<file path="src/adcp_pkg.sv">
// shared constants and types of the parallel sample output port
package adcp_pkg;
    // sample word
    localparam int DATA_W = 16;
    localparam logic [15:0] CODE_MAX = 16'h7fff;
    localparam logic [15:0] CODE_MIN = 16'h8000;
    localparam logic [15:0] DOUT_RST = 16'h0000;
    // oversampling ratios, last phase of the strobe period (period in clocks minus one)
    localparam logic [2:0] OSR_LAST_NORMAL = 3'h7;
    localparam logic [2:0] OSR_LAST_DOUBLE = 3'h3;
    localparam logic [2:0] HALF_LAST_NORMAL = 3'h3;
    localparam logic [2:0] HALF_LAST_DOUBLE = 3'h1;
    localparam logic [1:0] SHIFT_NORMAL = 2'h3;
    localparam logic [1:0] SHIFT_DOUBLE = 2'h2;
    // filter settling, in strobe cycles
    localparam logic [5:0] SETTLE_STROBES = 6'h2f;
    // register port
    localparam int ADDR_W = 4;
    localparam logic [3:0] REG_IRQ_STATUS = 4'h0;
    localparam logic [3:0] REG_IRQ_MASK = 4'h1;
    localparam logic [3:0] REG_PORT_STATE = 4'h2;
    // interrupt bits
    localparam int IRQ_W = 3;
    localparam int IRQ_SAMPLE = 0;
    localparam int IRQ_OVER = 1;
    localparam int IRQ_SETTLED = 2;
    localparam logic [2:0] IRQ_MASK_RST = 3'h0;
    // port state register fields
    localparam int ST_SETTLED_BIT = 0;
    localparam int ST_COUNT_LSB = 1;
    localparam int ST_DEPTH_LSB = 7;
    localparam int ST_DOUBLE_BIT = 10;
    localparam int ST_REF_BIT = 11;
    localparam int ST_DOWN_BIT = 12;
    // operating states
    typedef enum logic [1:0] {
        ADCP_HELD,
        ADCP_RUN,
        ADCP_DOWN
    } adcp_state_t;
    // all state of the port top
    typedef struct packed {
        adcp_state_t st;
        logic [2:0] phase;
        logic strobe_n;
        logic [15:0] dout;
        logic dout_oe;
        logic ovr;
        logic ref_on;
        logic [5:0] settle_cnt;
        logic settled;
        logic [2:0] irq_stat;
        logic [2:0] irq_mask;
        logic irq;
        logic [31:0] rdata;
        logic [2:0] depth;
        logic dbl;
    } adcp_regs_t;
    // state of the decimator
    typedef struct packed {
        logic [18:0] acc;
        logic acc_ovr;
        logic [15:0] result;
        logic res_ovr;
    } adcp_decim_t;
endpackage : adcp_pkg

</file>
<file path="src/adcp_port.sv">
// parallel sample output port of a delta-sigma converter, with status registers
`timescale 1ns/100ps
`default_nettype none
module adcp_port #(
    parameter int DATA_W = adcp_pkg::DATA_W // sample width
) (
    input wire logic ref_clk,
    input wire logic sys_rst,
    input wire logic reset_n,
    input wire logic cs_n,
    input wire logic rd_n,
    input wire logic double_rate_sel,
    input wire logic [2:0] buffer_depth_sel,
    input wire logic power_down_n,
    input wire logic internal_ref_en_n,
    input wire logic [DATA_W-1:0] mod_data,
    input wire logic mod_over,
    input wire logic [3:0] reg_addr,
    input wire logic [31:0] reg_wdata,
    input wire logic reg_wr,
    input wire logic reg_rd,
    output logic [31:0] reg_rdata,
    output logic irq,
    output logic sample_strobe_n,
    output logic [DATA_W-1:0] dout,
    output logic dout_oe,
    output logic overrange_flag,
    output logic internal_ref_on
);
    adcp_pkg::adcp_regs_t r_q; // registered state
    adcp_pkg::adcp_regs_t r_d; // next state

    logic [15:0] filt_result; // latest average from the filter
    logic filt_ovr; // overrange seen during that window
    logic filt_clear; // wipe filter history
    logic filt_dump; // close the current window
    logic [1:0] filt_shift; // divide by the ratio
    logic [2:0] osr_last; // last phase of a strobe period
    logic [2:0] half_last; // last low phase of a strobe period
    logic [15:0] code; // word to present at the next fall
    logic fall; // strobe falls at the coming edge
    logic [2:0] irq_ev; // events raised this cycle
    logic [2:0] irq_clr; // bits software clears this cycle
    logic [5:0] settle_next; // settle counter plus one

    // period and divider follow the static rate pin
    always_comb begin
        if (r_q.dbl) begin
            osr_last = adcp_pkg::OSR_LAST_DOUBLE;
            half_last = adcp_pkg::HALF_LAST_DOUBLE;
            filt_shift = adcp_pkg::SHIFT_DOUBLE;
        end else begin
            osr_last = adcp_pkg::OSR_LAST_NORMAL;
            half_last = adcp_pkg::HALF_LAST_NORMAL;
            filt_shift = adcp_pkg::SHIFT_NORMAL;
        end
    end

    // the filter closes its window one clock before the strobe falls,
    // so its registered result is ready exactly when the bus loads
    assign filt_clear = (r_q.st != adcp_pkg::ADCP_RUN);
    assign filt_dump = (r_q.st == adcp_pkg::ADCP_RUN) && (r_q.phase == osr_last - 3'h1);

    adcp_decim adcp_decim_i (
        .ref_clk(ref_clk),
        .sys_rst(sys_rst),
        .clear(filt_clear),
        .dump(filt_dump),
        .shift(filt_shift),
        .mod_data(mod_data[15:0]),
        .mod_over(mod_over),
        .result(filt_result),
        .res_ovr(filt_ovr)
    );

    // out of range pins the word to the end of the scale by its sign
    always_comb begin
        if (filt_ovr) begin
            code = filt_result[15] ? adcp_pkg::CODE_MIN : adcp_pkg::CODE_MAX;
        end else begin
            code = filt_result;
        end
    end

    // next state of the whole port
    always_comb begin
        r_d = r_q;
        fall = 1'b0;
        settle_next = r_q.settle_cnt + 6'h1;
        irq_ev = '0;
        irq_clr = '0;
        // static pins sampled every clock
        r_d.dbl = double_rate_sel;
        r_d.depth = buffer_depth_sel;
        r_d.ref_on = ~internal_ref_en_n & power_down_n;
        // bus drivers on only with both selects low and power up
        r_d.dout_oe = ~cs_n & ~rd_n & power_down_n;
        if (!power_down_n) begin
            // sampling stopped, strobe parked high; register port still answers
            r_d.st = adcp_pkg::ADCP_DOWN;
            r_d.phase = '0;
            r_d.strobe_n = 1'b1;
            r_d.dout = adcp_pkg::DOUT_RST;
            r_d.ovr = 1'b0;
            r_d.settle_cnt = '0;
            r_d.settled = 1'b0;
        end else if (!reset_n) begin
            // filter held clear, outputs forced
            r_d.st = adcp_pkg::ADCP_HELD;
            r_d.phase = '0;
            r_d.strobe_n = 1'b1;
            r_d.dout = adcp_pkg::DOUT_RST;
            r_d.ovr = 1'b0;
            r_d.settle_cnt = '0;
            r_d.settled = 1'b0;
        end else begin
            unique case (r_q.st)
                adcp_pkg::ADCP_DOWN, adcp_pkg::ADCP_HELD: begin
                    // first window starts from an empty filter
                    r_d.st = adcp_pkg::ADCP_RUN;
                    r_d.phase = '0;
                end
                adcp_pkg::ADCP_RUN: begin
                    // a rate change mid-period wraps cleanly
                    if (r_q.phase >= osr_last) begin
                        r_d.phase = '0;
                        r_d.strobe_n = 1'b0;
                        r_d.dout = code;
                        r_d.ovr = filt_ovr;
                        fall = 1'b1;
                    end else begin
                        r_d.phase = r_q.phase + 3'h1;
                        if (r_q.phase == half_last) begin
                            r_d.strobe_n = 1'b1;
                        end
                    end
                end
                default: begin
                    r_d.st = adcp_pkg::ADCP_HELD;
                end
            endcase
        end
        // count strobe cycles until the filter has settled
        if (fall && !r_q.settled) begin
            r_d.settle_cnt = settle_next;
            if (settle_next == adcp_pkg::SETTLE_STROBES) begin
                r_d.settled = 1'b1;
                irq_ev[adcp_pkg::IRQ_SETTLED] = 1'b1;
            end
        end
        irq_ev[adcp_pkg::IRQ_SAMPLE] = fall;
        irq_ev[adcp_pkg::IRQ_OVER] = fall & filt_ovr;
        // register writes
        if (reg_wr) begin
            if (reg_addr == adcp_pkg::REG_IRQ_STATUS) begin
                irq_clr = reg_wdata[2:0];
            end
            if (reg_addr == adcp_pkg::REG_IRQ_MASK) begin
                r_d.irq_mask = reg_wdata[2:0];
            end
        end
        // an event in the clearing cycle survives the clear
        r_d.irq_stat = (r_q.irq_stat & ~irq_clr) | irq_ev;
        r_d.irq = |(r_d.irq_stat & r_d.irq_mask);
        // read data stand for one cycle only, zero otherwise
        r_d.rdata = '0;
        if (reg_rd) begin
            unique case (reg_addr)
                adcp_pkg::REG_IRQ_STATUS: begin
                    r_d.rdata[2:0] = r_q.irq_stat;
                end
                adcp_pkg::REG_IRQ_MASK: begin
                    r_d.rdata[2:0] = r_q.irq_mask;
                end
                adcp_pkg::REG_PORT_STATE: begin
                    r_d.rdata[adcp_pkg::ST_SETTLED_BIT] = r_q.settled;
                    r_d.rdata[adcp_pkg::ST_COUNT_LSB +: 6] = r_q.settle_cnt;
                    r_d.rdata[adcp_pkg::ST_DEPTH_LSB +: 3] = r_q.depth;
                    r_d.rdata[adcp_pkg::ST_DOUBLE_BIT] = r_q.dbl;
                    r_d.rdata[adcp_pkg::ST_REF_BIT] = r_q.ref_on;
                    r_d.rdata[adcp_pkg::ST_DOWN_BIT] = (r_q.st == adcp_pkg::ADCP_DOWN);
                end
                default: begin
                    // unmapped address reads as zero
                    r_d.rdata = '0;
                end
            endcase
        end
    end

    // one register stage; every output comes from here
    always_ff @(posedge ref_clk) begin
        if (sys_rst) begin
            r_q.st <= adcp_pkg::ADCP_HELD;
            r_q.phase <= '0;
            r_q.strobe_n <= 1'b1;
            r_q.dout <= adcp_pkg::DOUT_RST;
            r_q.dout_oe <= 1'b0;
            r_q.ovr <= 1'b0;
            r_q.ref_on <= 1'b0;
            r_q.settle_cnt <= '0;
            r_q.settled <= 1'b0;
            r_q.irq_stat <= '0;
            r_q.irq_mask <= adcp_pkg::IRQ_MASK_RST;
            r_q.irq <= 1'b0;
            r_q.rdata <= '0;
            r_q.depth <= '0;
            r_q.dbl <= 1'b0;
        end else begin
            r_q <= r_d;
        end
    end

    // outputs straight from flops; the host samples between falls
    assign sample_strobe_n = r_q.strobe_n;
    assign dout = r_q.dout;
    assign dout_oe = r_q.dout_oe;
    assign overrange_flag = r_q.ovr;
    assign internal_ref_on = r_q.ref_on;
    assign irq = r_q.irq;
    assign reg_rdata = r_q.rdata;
endmodule : adcp_port
`default_nettype wire

</file>
<file path="src/adcp_decim.sv">
// boxcar decimating filter: sums modulator words over one output window
`timescale 1ns/100ps
`default_nettype none
module adcp_decim (
    input wire logic ref_clk,
    input wire logic sys_rst,
    input wire logic clear,
    input wire logic dump,
    input wire logic [1:0] shift,
    input wire logic [15:0] mod_data,
    input wire logic mod_over,
    output logic [15:0] result,
    output logic res_ovr
);
    adcp_pkg::adcp_decim_t r_q; // registered state
    adcp_pkg::adcp_decim_t r_d; // next state
    logic [18:0] sum; // running sum including this clock
    logic [18:0] scaled; // sum divided by the ratio

    // accumulate, then hand the average over at the end of a window
    always_comb begin
        r_d = r_q;
        sum = r_q.acc + {{3{mod_data[15]}}, mod_data};
        scaled = $signed(sum) >>> shift;
        if (clear) begin
            // filter history wiped while held or powered down
            r_d = '0;
        end else if (dump) begin
            r_d.result = scaled[15:0];
            r_d.res_ovr = r_q.acc_ovr | mod_over;
            r_d.acc = '0;
            r_d.acc_ovr = 1'b0;
        end else begin
            r_d.acc = sum;
            r_d.acc_ovr = r_q.acc_ovr | mod_over;
        end
    end

    // one register stage for the whole filter
    always_ff @(posedge ref_clk) begin
        if (sys_rst) begin
            r_q <= '0;
        end else begin
            r_q <= r_d;
        end
    end

    assign result = r_q.result;
    assign res_ovr = r_q.res_ovr;
endmodule : adcp_decim
`default_nettype wire

</file>
<file path="config.mk">
export PLATFORM = sky130hd
export DESIGN_NAME = adcp_port
export DESIGN_NICKNAME = d
export VERILOG_FILES = /design/src/adcp_pkg.sv /design/src/adcp_port.sv /design/src/adcp_decim.sv
export SDC_FILE = /design/constraint.sdc
export NUM_CORES = 1
export LEC_CHECK = 0
export BUFFER_PORTS_ARGS = -buffer_cell sky130_fd_sc_hd__buf_2
export CAP_MARGIN = 15
export CORE_UTILIZATION = 50
export CTS_BUF_LIST = sky130_fd_sc_hd__clkbuf_8 sky130_fd_sc_hd__clkbuf_16
export DETAILED_ROUTE_END_ITERATION = 8
export PLACE_DENSITY_LB_ADDON = 0.15
export SLEW_MARGIN = 40
export SYNTH_ARGS = -nofsm -noshare
export SYNTH_HDL_FRONTEND = slang
export SYNTH_HIERARCHICAL = 1
export SYNTH_SLANG_ARGS = --single-unit
</file>
<file path="constraint.sdc">
create_clock -name ref_clk -period 2.4 [get_ports ref_clk]
set_input_delay 0.36 -clock ref_clk [delete_from_list [all_inputs] [get_ports ref_clk]]
set_output_delay 0.36 -clock ref_clk [all_outputs]
set_load 0.05 [all_outputs]
</file>
==> Word-level counts from Yosys, hierarchy flattened <==
Index checks and enable logic that the tools add are counted.
{ "word_totals": {"out_inout_bits": 53, "memories": 0, "wordCells": 98, "latchBits": 0, "mem_bits_ro": 0, "ff_bits": 112, "mem_bits_rw": 0} }
{ "op_classes": {"n_eq_ne": 10, "n_shift": 1, "add_sub_neg": 4, "n_div": 0, "multipliers": 0, "n_reduce_logical": 16, "order_cmp": 1, "n_mux": 28, "bitwise_logic": 16} }
{ "ops": {"columns": ["cell", "count"], "rows": [
  ["$mux W16", 3],
  ["$mux W22", 2],
  ["$mux W7", 3],
  ["$add A19 B19 Y19", 1],
  ["$sshr A19 B2 Y16", 1],
  ["$mux W17", 1],
  ["$mux W3", 5],
  ["$reduce_or A3 Y1", 4],
  ["$mux W1", 9],
  ["$pmux W3 S3", 1],
  ["$not A1 Y1", 7],
  ["$add A6 B1 Y6 const B", 1],
  ["$and A3 B3 Y3", 2],
  ["$eq A3 B3 Y1", 2],
  ["$eq A6 B6 Y1 const B", 1],
  ["$pmux W3 S2", 1],
  ["$reduce_or A2 Y1", 3],
  ["$and A1 B1 Y1", 4],
  ["$eq A4 B1 Y1 const B", 1],
  ["$eq A4 B2 Y1 const B", 1],
  ["$logic_not A4 Y1", 1],
  ["$mux W4", 1],
  ["$pmux W2 S2", 1],
  ["$reduce_and A2 Y1", 2],
  ["16 further kinds", 18]
]} }

==> Logic depth before layout (Yosys ltp) <==
Gate-level depths: netlist (run 1).
{ "depth": {"word_depth": 11, "mapped_depth": 11, "depth_no_buf": 11} }

==> By module <==
Netlist (run 1), hierarchy kept.
{ "modules_own_cells": {"columns": ["mod", "area_per_inst_um2", "n_inst", "cells_per_inst"], "rows": [
  ["adcp_decim", 2730.1, 1, 323],
  ["adcp_port", 2701.3, 1, 285]
]} }

==> Worst setup path after synthesis (run 1) <==
Ideal clock, no wire load.
{ "synth_timing": {"kind": "input-to-reg", "start": "input mod_data[0]", "end": "register adcp_decim_i.r_q (netlist bit adcp_decim_i/result[13])", "t_arrival_ns": 2.338, "setup_ns": 0.120, "path_buffers": 0, "setup_slack_ns": -0.057, "cell_stages": 11, "cell_sequence": "ha_1 -> inv_1 -> fa_1 -> nor2b_4 -> o211ai_2 -> a21boi_2 -> o41ai_4 -> o41ai_2 -> xnor2_1 -> mux2i_1 -> a211o_1"} }
{ "synth_via": {"elab_chain_len": 2} }
{ "synth_lines": {"columns": ["element", "line_no", "source"], "rows": [
  ["start, declared", "adcp_port.sv:16", "input wire logic [DATA_W-1:0] mod_data,"],
  ["$add A19 B19 Y19", "adcp_decim.sv:23", "sum = r_q.acc + {{3{mod_data[15]}}, mod_data};"],
  ["$sshr A19 B2 Y16", "adcp_decim.sv:24", "scaled = $signed(sum) >>> shift;"],
  ["end signal, assigned", "adcp_decim.sv:44", "r_q <= r_d;"],
  ["end, declared", "adcp_decim.sv:15", "adcp_pkg::adcp_decim_t r_q;"]
]} }
No other way between the ends.
A chain may end at the register's enable or synchronous reset.

==> Worst setup path after layout (run 1) <==
{ "layout_timing": {"start": "register adcp_decim_i/r_q[18] in the netlist's numbering", "end": "register adcp_decim_i.r_q (netlist bit adcp_decim_i/result[13])"} }
{ "layout_via": {"elab_chain_len": 2} }
{ "layout_lines": {"columns": ["element", "line_no"], "rows": [
  ["$add A19 B19 Y19", "adcp_decim.sv:23"],
  ["$sshr A19 B2 Y16", "adcp_decim.sv:24"]
]} }
No other way between the ends.

==> results of run 1 <==
layer usage:
metal,vias up,track usage (%)
met5,-,0
met4,0,6.151
met3,9,3.556
met2,73,33.44
met1,1953,25.80
li1,2176,-
path summary, 6_finish.rpt:
| kind | from | endpoint | slack (ns) | cells after the start |
|---|---|---|---|---|
| worst max-delay path | adcp_decim_i/r_q[18] | adcp_decim_i/result[13] | -0.006 | 11 |
| worst min-delay path | rd_n | dout_oe | 0.13 | 2 |
| worst max register to register | adcp_decim_i/r_q[18] | adcp_decim_i/result[13] | -0.006 | 11 |
| worst min register to register | r_q[3] | reg_rdata[9] | 0.44 | 1 |
placed cells by master (no fill, tap or decap), types with 3 or more instances in the layout:
master,count
a211o_1,3
a211oi_1,7
a211oi_2,16
a21o_1,8
a21oi_1,44
a21oi_2,8
a32o_1,4
and2_1,19
and3_1,4
buf_2,70
buf_4,56
clkbuf_8,9
conb_1,23
dfxtp_1,92
ha_1,20
ha_4,3
inv_1,15
inv_2,3
mux2i_1,18
nand2_1,37
nand2b_1,4
nand3_1,8
nand4_1,4
nor2_1,80
nor2b_1,8
nor2b_4,3
nor3_1,12
o21ai_0,10
o21ai_1,3
xnor2_1,8
xnor2_2,4
xor2_1,10
power breakdown:
group          internal [uW]  switching, uW  total, uW
registers               1550           7.58       1560
logic                    186            270        456
clock network            412            641       1050
total                   2150            919       3070
registers in the layout, summed over array words and instances (netlist names):
| signal | count |
|---|---|
| overrange_flag | 1 |
| sample_strobe_n | 1 |
| internal_ref_on | 1 |
| r_q | 22 |
| adcp_decim_i/result | 16 |
| dout_oe | 1 |
| irq | 1 |
| dout | 16 |
| adcp_decim_i/r_q | 20 |
| reg_rdata | 13 |
| adcp_decim_i/res_ovr | 1 |
per-stage QoR:
| stage | setup slack, ns | cells | total power (uW) | instance area [sq um] | hold slack [ns] |
|---|---|---|---|---|---|
| after floorplan | 0.02121 | 629 | 1905 | 5513 | 0.4057 |
| after global placement | -0.1845 | 796 | 2014 | 5791 | 0.4107 |
| after detailed placement | -0.2351 | 796 | 2019 | 5791 | 0.4154 |
| after CTS | -0.05455 | 816 | 3075 | 6041 | 0.1116 |
| after global routing | -0.1456 | 819 | 3205 | 6171 | 0.1067 |
| final | -0.006188 | 819 | 3072 | 6171 | 0.1265 |
what timing repair did:
| action | CTS | global route |
|---|---|---|
| setup buffers | 4 | 3 |
| gates resized for setup | 2 | 19 |
| pin swaps | 0 | 16 |
| setup endpoints to repair | 8 | 13 |
layout make-up:
cell class	count	share of cell area, %
well taps	136	2.757
flip-flops and latches	93	30.19
repair buffers	127	12.81
inverters	18	1.095
clock buffers	9	2.007
multi-input cells	429	49.86
clock inverters	7	1.277
cells in the mapped netlist, types with 3 or more instances:
| library cell | count |
|---|---|
| dfxtp_1 | 93 |
| nor2_1 | 80 |
| buf_4 | 66 |
| a21oi_1 | 47 |
| nand2_1 | 37 |
| ha_1 | 23 |
| and2_1 | 19 |
| mux2i_1 | 19 |
| a211oi_2 | 16 |
| inv_1 | 16 |
| clkbuf_1 | 13 |
| nor3_1 | 12 |
| o21ai_0 | 11 |
| xnor2_1 | 11 |
| xor2_1 | 10 |
| a21o_1 | 8 |
| nand3_1 | 8 |
| nor2b_1 | 8 |
| a211oi_1 | 7 |
| a21oi_2 | 5 |
| a32o_1 | 4 |
| and3_1 | 4 |
| nand2b_1 | 4 |
| nand4_1 | 4 |
| a211o_1 | 3 |
| buf_6 | 3 |
| mux2_2 | 3 |
| nor2b_4 | 3 |
| o21ai_1 | 3 |
logic make-up after synthesis:
kind of cell	Yosys count	synth area share [%]
AO/OA/AOI/OAI	137	19.83
XOR/XNOR	23	3.985
adder cells (fa/ha/maj)	24	5.667
buffers and inverters	107	12.85
flip-flops	93	34.28
multiplexers	23	4.400
other	2	0.1383
AND/OR/NAND/NOR	199	18.84
==> out/results.ini, run 1 <==
[worst_setup_path]
crit_family=compound AO/OA/AOI/OAI gates
cp.required_ns=2.67
worstSetupPathType=reg -> reg
slowest_delay_ns=0.36
endpoint_kind=flop
critPathLaunchType=flop
cp_cell_sequence=ha_4, inv_2, fa_2, nor2b_4, o211ai_4, a21boi_2, o41ai_4, o41ai_2, xnor2_1, mux2i_1, a211o_1
slowest_stage=fa_2
path_buf_inv=1
path_max_fanout=3
critPathArrivalTime_ns=2.68

[die]
die_area_sq_mm=0.01128
ioPinCount=119
initial_core_util_pct=52.14
die_height_um=106.2
die_x_um=106.2
fp.coreArea_sq_mm=0.01042
num_rows=37

[cells_and_area]
nFillCells=960
multi_input_area_sq_mm=0.003077
final_util_pct=59.24
drive_gt1_share_pct=31.33
fin_nets=768
antennaDiodeCount=0
seq_area_sq_mm=0.001863
syn_to_final_growth_pct=13.61

[grt]
overflow=0
grt_pass1_vias=3986
grt_max_degree=31
antenna_found_initial=0
grt_pass1_wl_mm=18.08
grt_usage_pct=19.88

[routing]
vias_per_cell=5.142
top_layer_used=met4
met3WireLength_um=348
drc=0
via_count=4211
wl_per_cell_um=13.27
dr.pass1.iters=4
met2WireLength_mm=5.196
antenna_left=0
met1_length_mm=5.218
drt_wl_total_mm=10.87
drt_iter0_drc=190

[clocking]
insertion_delay_ns=0.37
cts_sinks=93
numCtsBuffers=9
tritoncts=built
clk_pin_slew_ns=0.11
clock_path_buffers=2
ctsHoldBuffers=0
h-tree-depth=3
clockRootBuffer=clkbuf_8

[power]
powerDensity_mw_per_mm2=497.9
irDropWorstVdd_mv=0.3725
p_leak_uw=0.002626

[outcome]
outcome=finished, violations left
violations=setup timing

[logic_synthesis]
yosys_most_used_dff=dfxtp_1
synthTopCellsByArea=dfxtp_1 (34%), buf_4 (9.1%), nor2_1 (5.5%)
async_reset_ff_share_pct=0
synth_top_area_share_pct=34.28
syn_area_sq_mm=0.005431
synth_area_leader_cell=dfxtp_1
yosys_warnings=6
syn_inst=608
synth_edf_count=0
seq_area_frac_synth_pct=34.28
yosys_register_bits=93
syn_avg_cell_area_sq_um=8.933
yosys.cell_types.count=81

[job]
drv_cap=0

[timing]
slew_headroom_pct=64.86
skew_ns=0.01521
hold_violations=0
post-route-min-period_ns=2.406
maxSlewViolCount=0
timing.setup.tns_ns=-0.006188
worst_pin_slew_ns=0.5266
max_freq_mhz=415.6
min_period_over_period_pct=100.3
setup_viol_count_final=1
rsz0062_at_grt=yes
layout_setup_ws_ns=-0.006188

[min_path]
hold_class=in -> reg

[placed_design]
gp_congestion=0.8548
portBuffers=70
dp.final_hpwl_mm=8.345

Note: power is estimated with default switching activity, not from simulation.
==> run 2: changes to the inputs <==
--- a/config.mk
+++ b/config.mk
@@ -5,6 +5,7 @@
 export SDC_FILE = /design/constraint.sdc
 export NUM_CORES = 1
 export LEC_CHECK = 0
+export ABC_AREA = 1
 export BUFFER_PORTS_ARGS = -buffer_cell sky130_fd_sc_hd__buf_2
 export CAP_MARGIN = 15
 export CORE_UTILIZATION = 50
==> out/results.ini, run 2 <==
[timing]
maxSlewViolCount=0  ; unchanged
rsz0062_at_grt=no  ; was yes
skew_ns=0.007395  ; was 0.01521 ns
hold_violations=0  ; unchanged
post-route-min-period_ns=2.109  ; was 2.406 ns
slew_headroom_pct=63.53  ; was 64.86%
worst_pin_slew_ns=0.5463  ; was 0.5266 ns
setup_viol_count_final=0  ; was 1
holdWs_ns=0.1424  ; was 0.1265 ns
timing.setup.tns_ns=0  ; was -0.006188 ns
min_period_over_period_pct=87.89  ; was 100.3%
max_freq_mhz=474.1  ; was 415.6 MHz

[job]
drv_cap=0  ; unchanged

[power]
switchingPower_uw=825.9  ; was 919.0 uW
p_leak_uw=0.002973  ; was 0.002626 uW
pwr-share-seq_pct=52.0  ; was 50.8%
switching_share_pct=27.55  ; was 29.91%
intPower_uw=2172  ; was 2153 uW
power_frac_comb_pct=12.7  ; was 14.9%
irDropWorstVdd_mv=0.4057  ; was 0.3725 mV
powerDensity_mw_per_mm2=514.3  ; was 497.9 mW/mm^2
pwr-share-clk_pct=35.3  ; was 34.3%
power.total_uw=2998  ; was 3072 uW

[clocking]
numCtsBuffers=9  ; unchanged
insertion_delay_ns=0.37  ; about the same
clockRootBuffer=clkbuf_8  ; unchanged
post-cts-setup-buffers=0  ; was 4
h-tree-depth=3  ; unchanged
clock_path_buffers=2  ; unchanged
clk_pin_slew_ns=0.09  ; was 0.11 ns
tritoncts=built  ; unchanged
cts_sinks=93  ; unchanged

[cells_and_area]
layout_common_cells=nand2_1 (203), inv_1 (105), nor2_1 (99)  ; was dfxtp_1 (92), nor2_1 (80), buf_2 (70)
layoutNonFillerInstCount=991  ; was 819
fin_nets=936  ; was 768
syn_to_final_growth_pct=4.626  ; was 13.61%
largest_reg_flops=22  ; unchanged
largestRegisters=r_q: 22 flops, adcp_decim_i/r_q: 20 flops  ; unchanged
top_register=r_q  ; unchanged
layout_commonest_cell=nand2_1  ; was dfxtp_1
nFillCells=1102  ; was 960
antennaDiodeCount=0  ; unchanged
drive_gt1_share_pct=14.45  ; was 31.33%

[worst_setup_path]
endpoint_kind=flop  ; unchanged
r2r_cells=15  ; was 11
critPathArrivalTime_ns=2.38  ; was 2.68 ns
r2r_setup_slack_ns=0.29  ; was -0.006 ns
cp.required_ns=2.67  ; about the same
rr_startpoint=adcp_decim_i/r_q[18]  ; unchanged
timing.rr.end=adcp_decim_i/result[10]  ; was adcp_decim_i/result[13]
critPathLaunchType=flop  ; unchanged
path_max_fanout=4  ; was 3
worstSetupPathType=reg -> reg  ; unchanged

[logic_synthesis]
muxShareOfSynthArea_pct=0  ; was 4.400%
yosys_register_bits=93  ; unchanged
synth_fa_ha_area_share_pct=5.524  ; was 5.667%
synth_area_leader_cell=dfxtp_1  ; unchanged
syn_area_sq_mm=0.005572  ; was 0.005431 sq mm
seq_area_frac_synth_pct=33.42  ; was 34.28%
yosys_warnings=6  ; unchanged
synthXorXnorAreaFrac_pct=1.100  ; was 3.985%
synth_top_family_by_area=simple AND/OR/NAND/NOR gates  ; was compound AO/OA/AOI/OAI gates
yosys_most_used_dff=dfxtp_1  ; unchanged
yosys.cell_types.count=46  ; was 81
synthTopCellsByCount=nand2_1 (204), inv_1 (104), nor2_1 (99), dfxtp_1 (93), nand3_1 (73)  ; was dfxtp_1 (93), nor2_1 (80), buf_4 (66), a21oi_1 (47), nand2_1 (37)
synthTopCellsByArea=dfxtp_1 (33%), nand2_1 (14%), buf_4 (8.6%)  ; was dfxtp_1 (34%), buf_4 (9.1%), nor2_1 (5.5%)
synth_edf_count=0  ; unchanged
synth.most_common_cell=nand2_1  ; was dfxtp_1
yosys.area_share.simple_pct=33.57  ; was 18.84%
syn_avg_cell_area_sq_um=6.762  ; was 8.933 sq um
syn_inst=824  ; was 608
synth_top_area_share_pct=33.42  ; was 34.28%
synth_compound_gate_area_share_pct=8.556  ; was 19.83%
async_reset_ff_share_pct=0  ; unchanged

[min_path]
worstHoldPathCells=2  ; unchanged
min_to=internal_ref_on  ; was dout_oe
hold_class=in -> reg  ; unchanged
hold_path_startpoint=internal_ref_en_n  ; was rd_n

[routing]
dr.pass1.iters=5  ; was 4
antenna_left=0  ; unchanged
wl_per_cell_um=10.99  ; was 13.27 um
drt_iter0_drc=255  ; was 190
vias_per_cell=4.706  ; was 5.142
drc=0  ; unchanged
via_count=4664  ; was 4211
drt_wl_total_mm=10.89  ; was 10.87 mm

[grt]
antenna_found_initial=0  ; unchanged
grt_max_degree=22  ; was 31
overflow=0  ; unchanged
grt_usage_pct=20.14  ; was 19.88%
grt_pass1_wl_mm=18.63  ; was 18.08 mm
grt_pass1_vias=4124  ; was 3986

[die]
initial_core_util_pct=51.40  ; was 52.14%
die_area_sq_mm=0.01157  ; was 0.01128 sq mm
num_rows=38  ; was 37
die_x_um=107.6  ; was 106.2 um
die_height_um=107.6  ; was 106.2 um
fp.coreArea_sq_mm=0.01084  ; was 0.01042 sq mm
ioPinCount=119  ; unchanged

[placed_design]
portBuffers=70  ; unchanged
gp_congestion=0.9044  ; was 0.8548
dp_cells=975  ; was 796
dp.final_hpwl_mm=8.550  ; was 8.345 mm

[outcome]
outcome=finished clean  ; was finished, violations left

## run 2: worst max-delay path by stage
stage / startpoint / endpoint / slack, ns / depth (start not counted)
global placement: mod_data[0] / adcp_decim_i/result[14] / 0.11 / 18
finish: adcp_decim_i/r_q[18] / adcp_decim_i/result[10] / 0.29 / 15
detailed placement: mod_data[0] / adcp_decim_i/result[10] / 0.11 / 16
global route: adcp_decim_i/r_q[18] / adcp_decim_i/result[9] / 0.05 / 15
floorplan: mod_data[0] / adcp_decim_i/result[14] / 0.44 / 17
CTS: adcp_decim_i/r_q[18] / adcp_decim_i/result[10] / 0.24 / 15
## run 2: final cells by class
class	count	area [sq um]	share of cell area [%]
repair buffers	75	387.9	6.654
inverters	108	410.4	7.040
clock inverters	6	62.56	1.073
multi-input cells	559	2794	47.93
clock buffers	10	137.6	2.361
flip-flops and latches	93	1862	31.94
well taps	140	175.2	3.005
## run 2: what timing repair did
item	4_1_cts	5_1_grt
endpoints found under the hold margin	0	0
setup endpoints to repair	0	1
gates resized for setup	0	1
hold buffers	0	0
## run 2: kinds of logic after synthesis
group                      after synthesis
AOI/OAI and AO/OA                       90
xor gates and xnor gates                 7
adders and majority gates               24
buffers and inverters                  190
DFF                                     93
other                                    2
and+or+nand+nor                        418
## run 2: stage by stage
stage	worst slack (ns)	utilization (%)	area, sq um
after floorplan	0.4430	-	5639
after global placement	0.1104	51.90	5627
final	0.2907	53.77	5829
after global routing	0.05209	53.77	5829
after detailed placement	0.1093	51.90	5627
after CTS	0.2373	53.75	5827
## run 2: critical path: stages, from the launching register on
cell and delay (ns):
dfxtp_1 0.32, ha_1 0.19, inv_1 0.06, fa_1 0.41, inv_1 0.12, nand3_1 0.07, nand3_1 0.11, nand2_1 0.07
nand2_2 0.10, nand3_1 0.10, nand2_1 0.07, nand2_1 0.08, nand3_1 0.10, nand3_1 0.09, nand3_1 0.07, nand2_1 0.05
## run 2: metal layers
layer	vias to the layer above	wire length, um	global-route usage (%)
met1	2025	5677	28.15
met3	12	406	3.329
li1	2541	-	-
met5	-	0	0
met2	86	4643	30.08
met4	0	163	9.393
## run 2: power by group through the flow
stage          Combinational (uW)  Sequential (uW)  Clock, uW
6_report                      380             1560       1060
3_5_place_dp                  373             1600          0
3_3_place_gp                  369             1600          0
4_1_cts                       375             1560       1100
5_1_grt                       426             1560       1160
2_1_floorplan                 308             1600          0
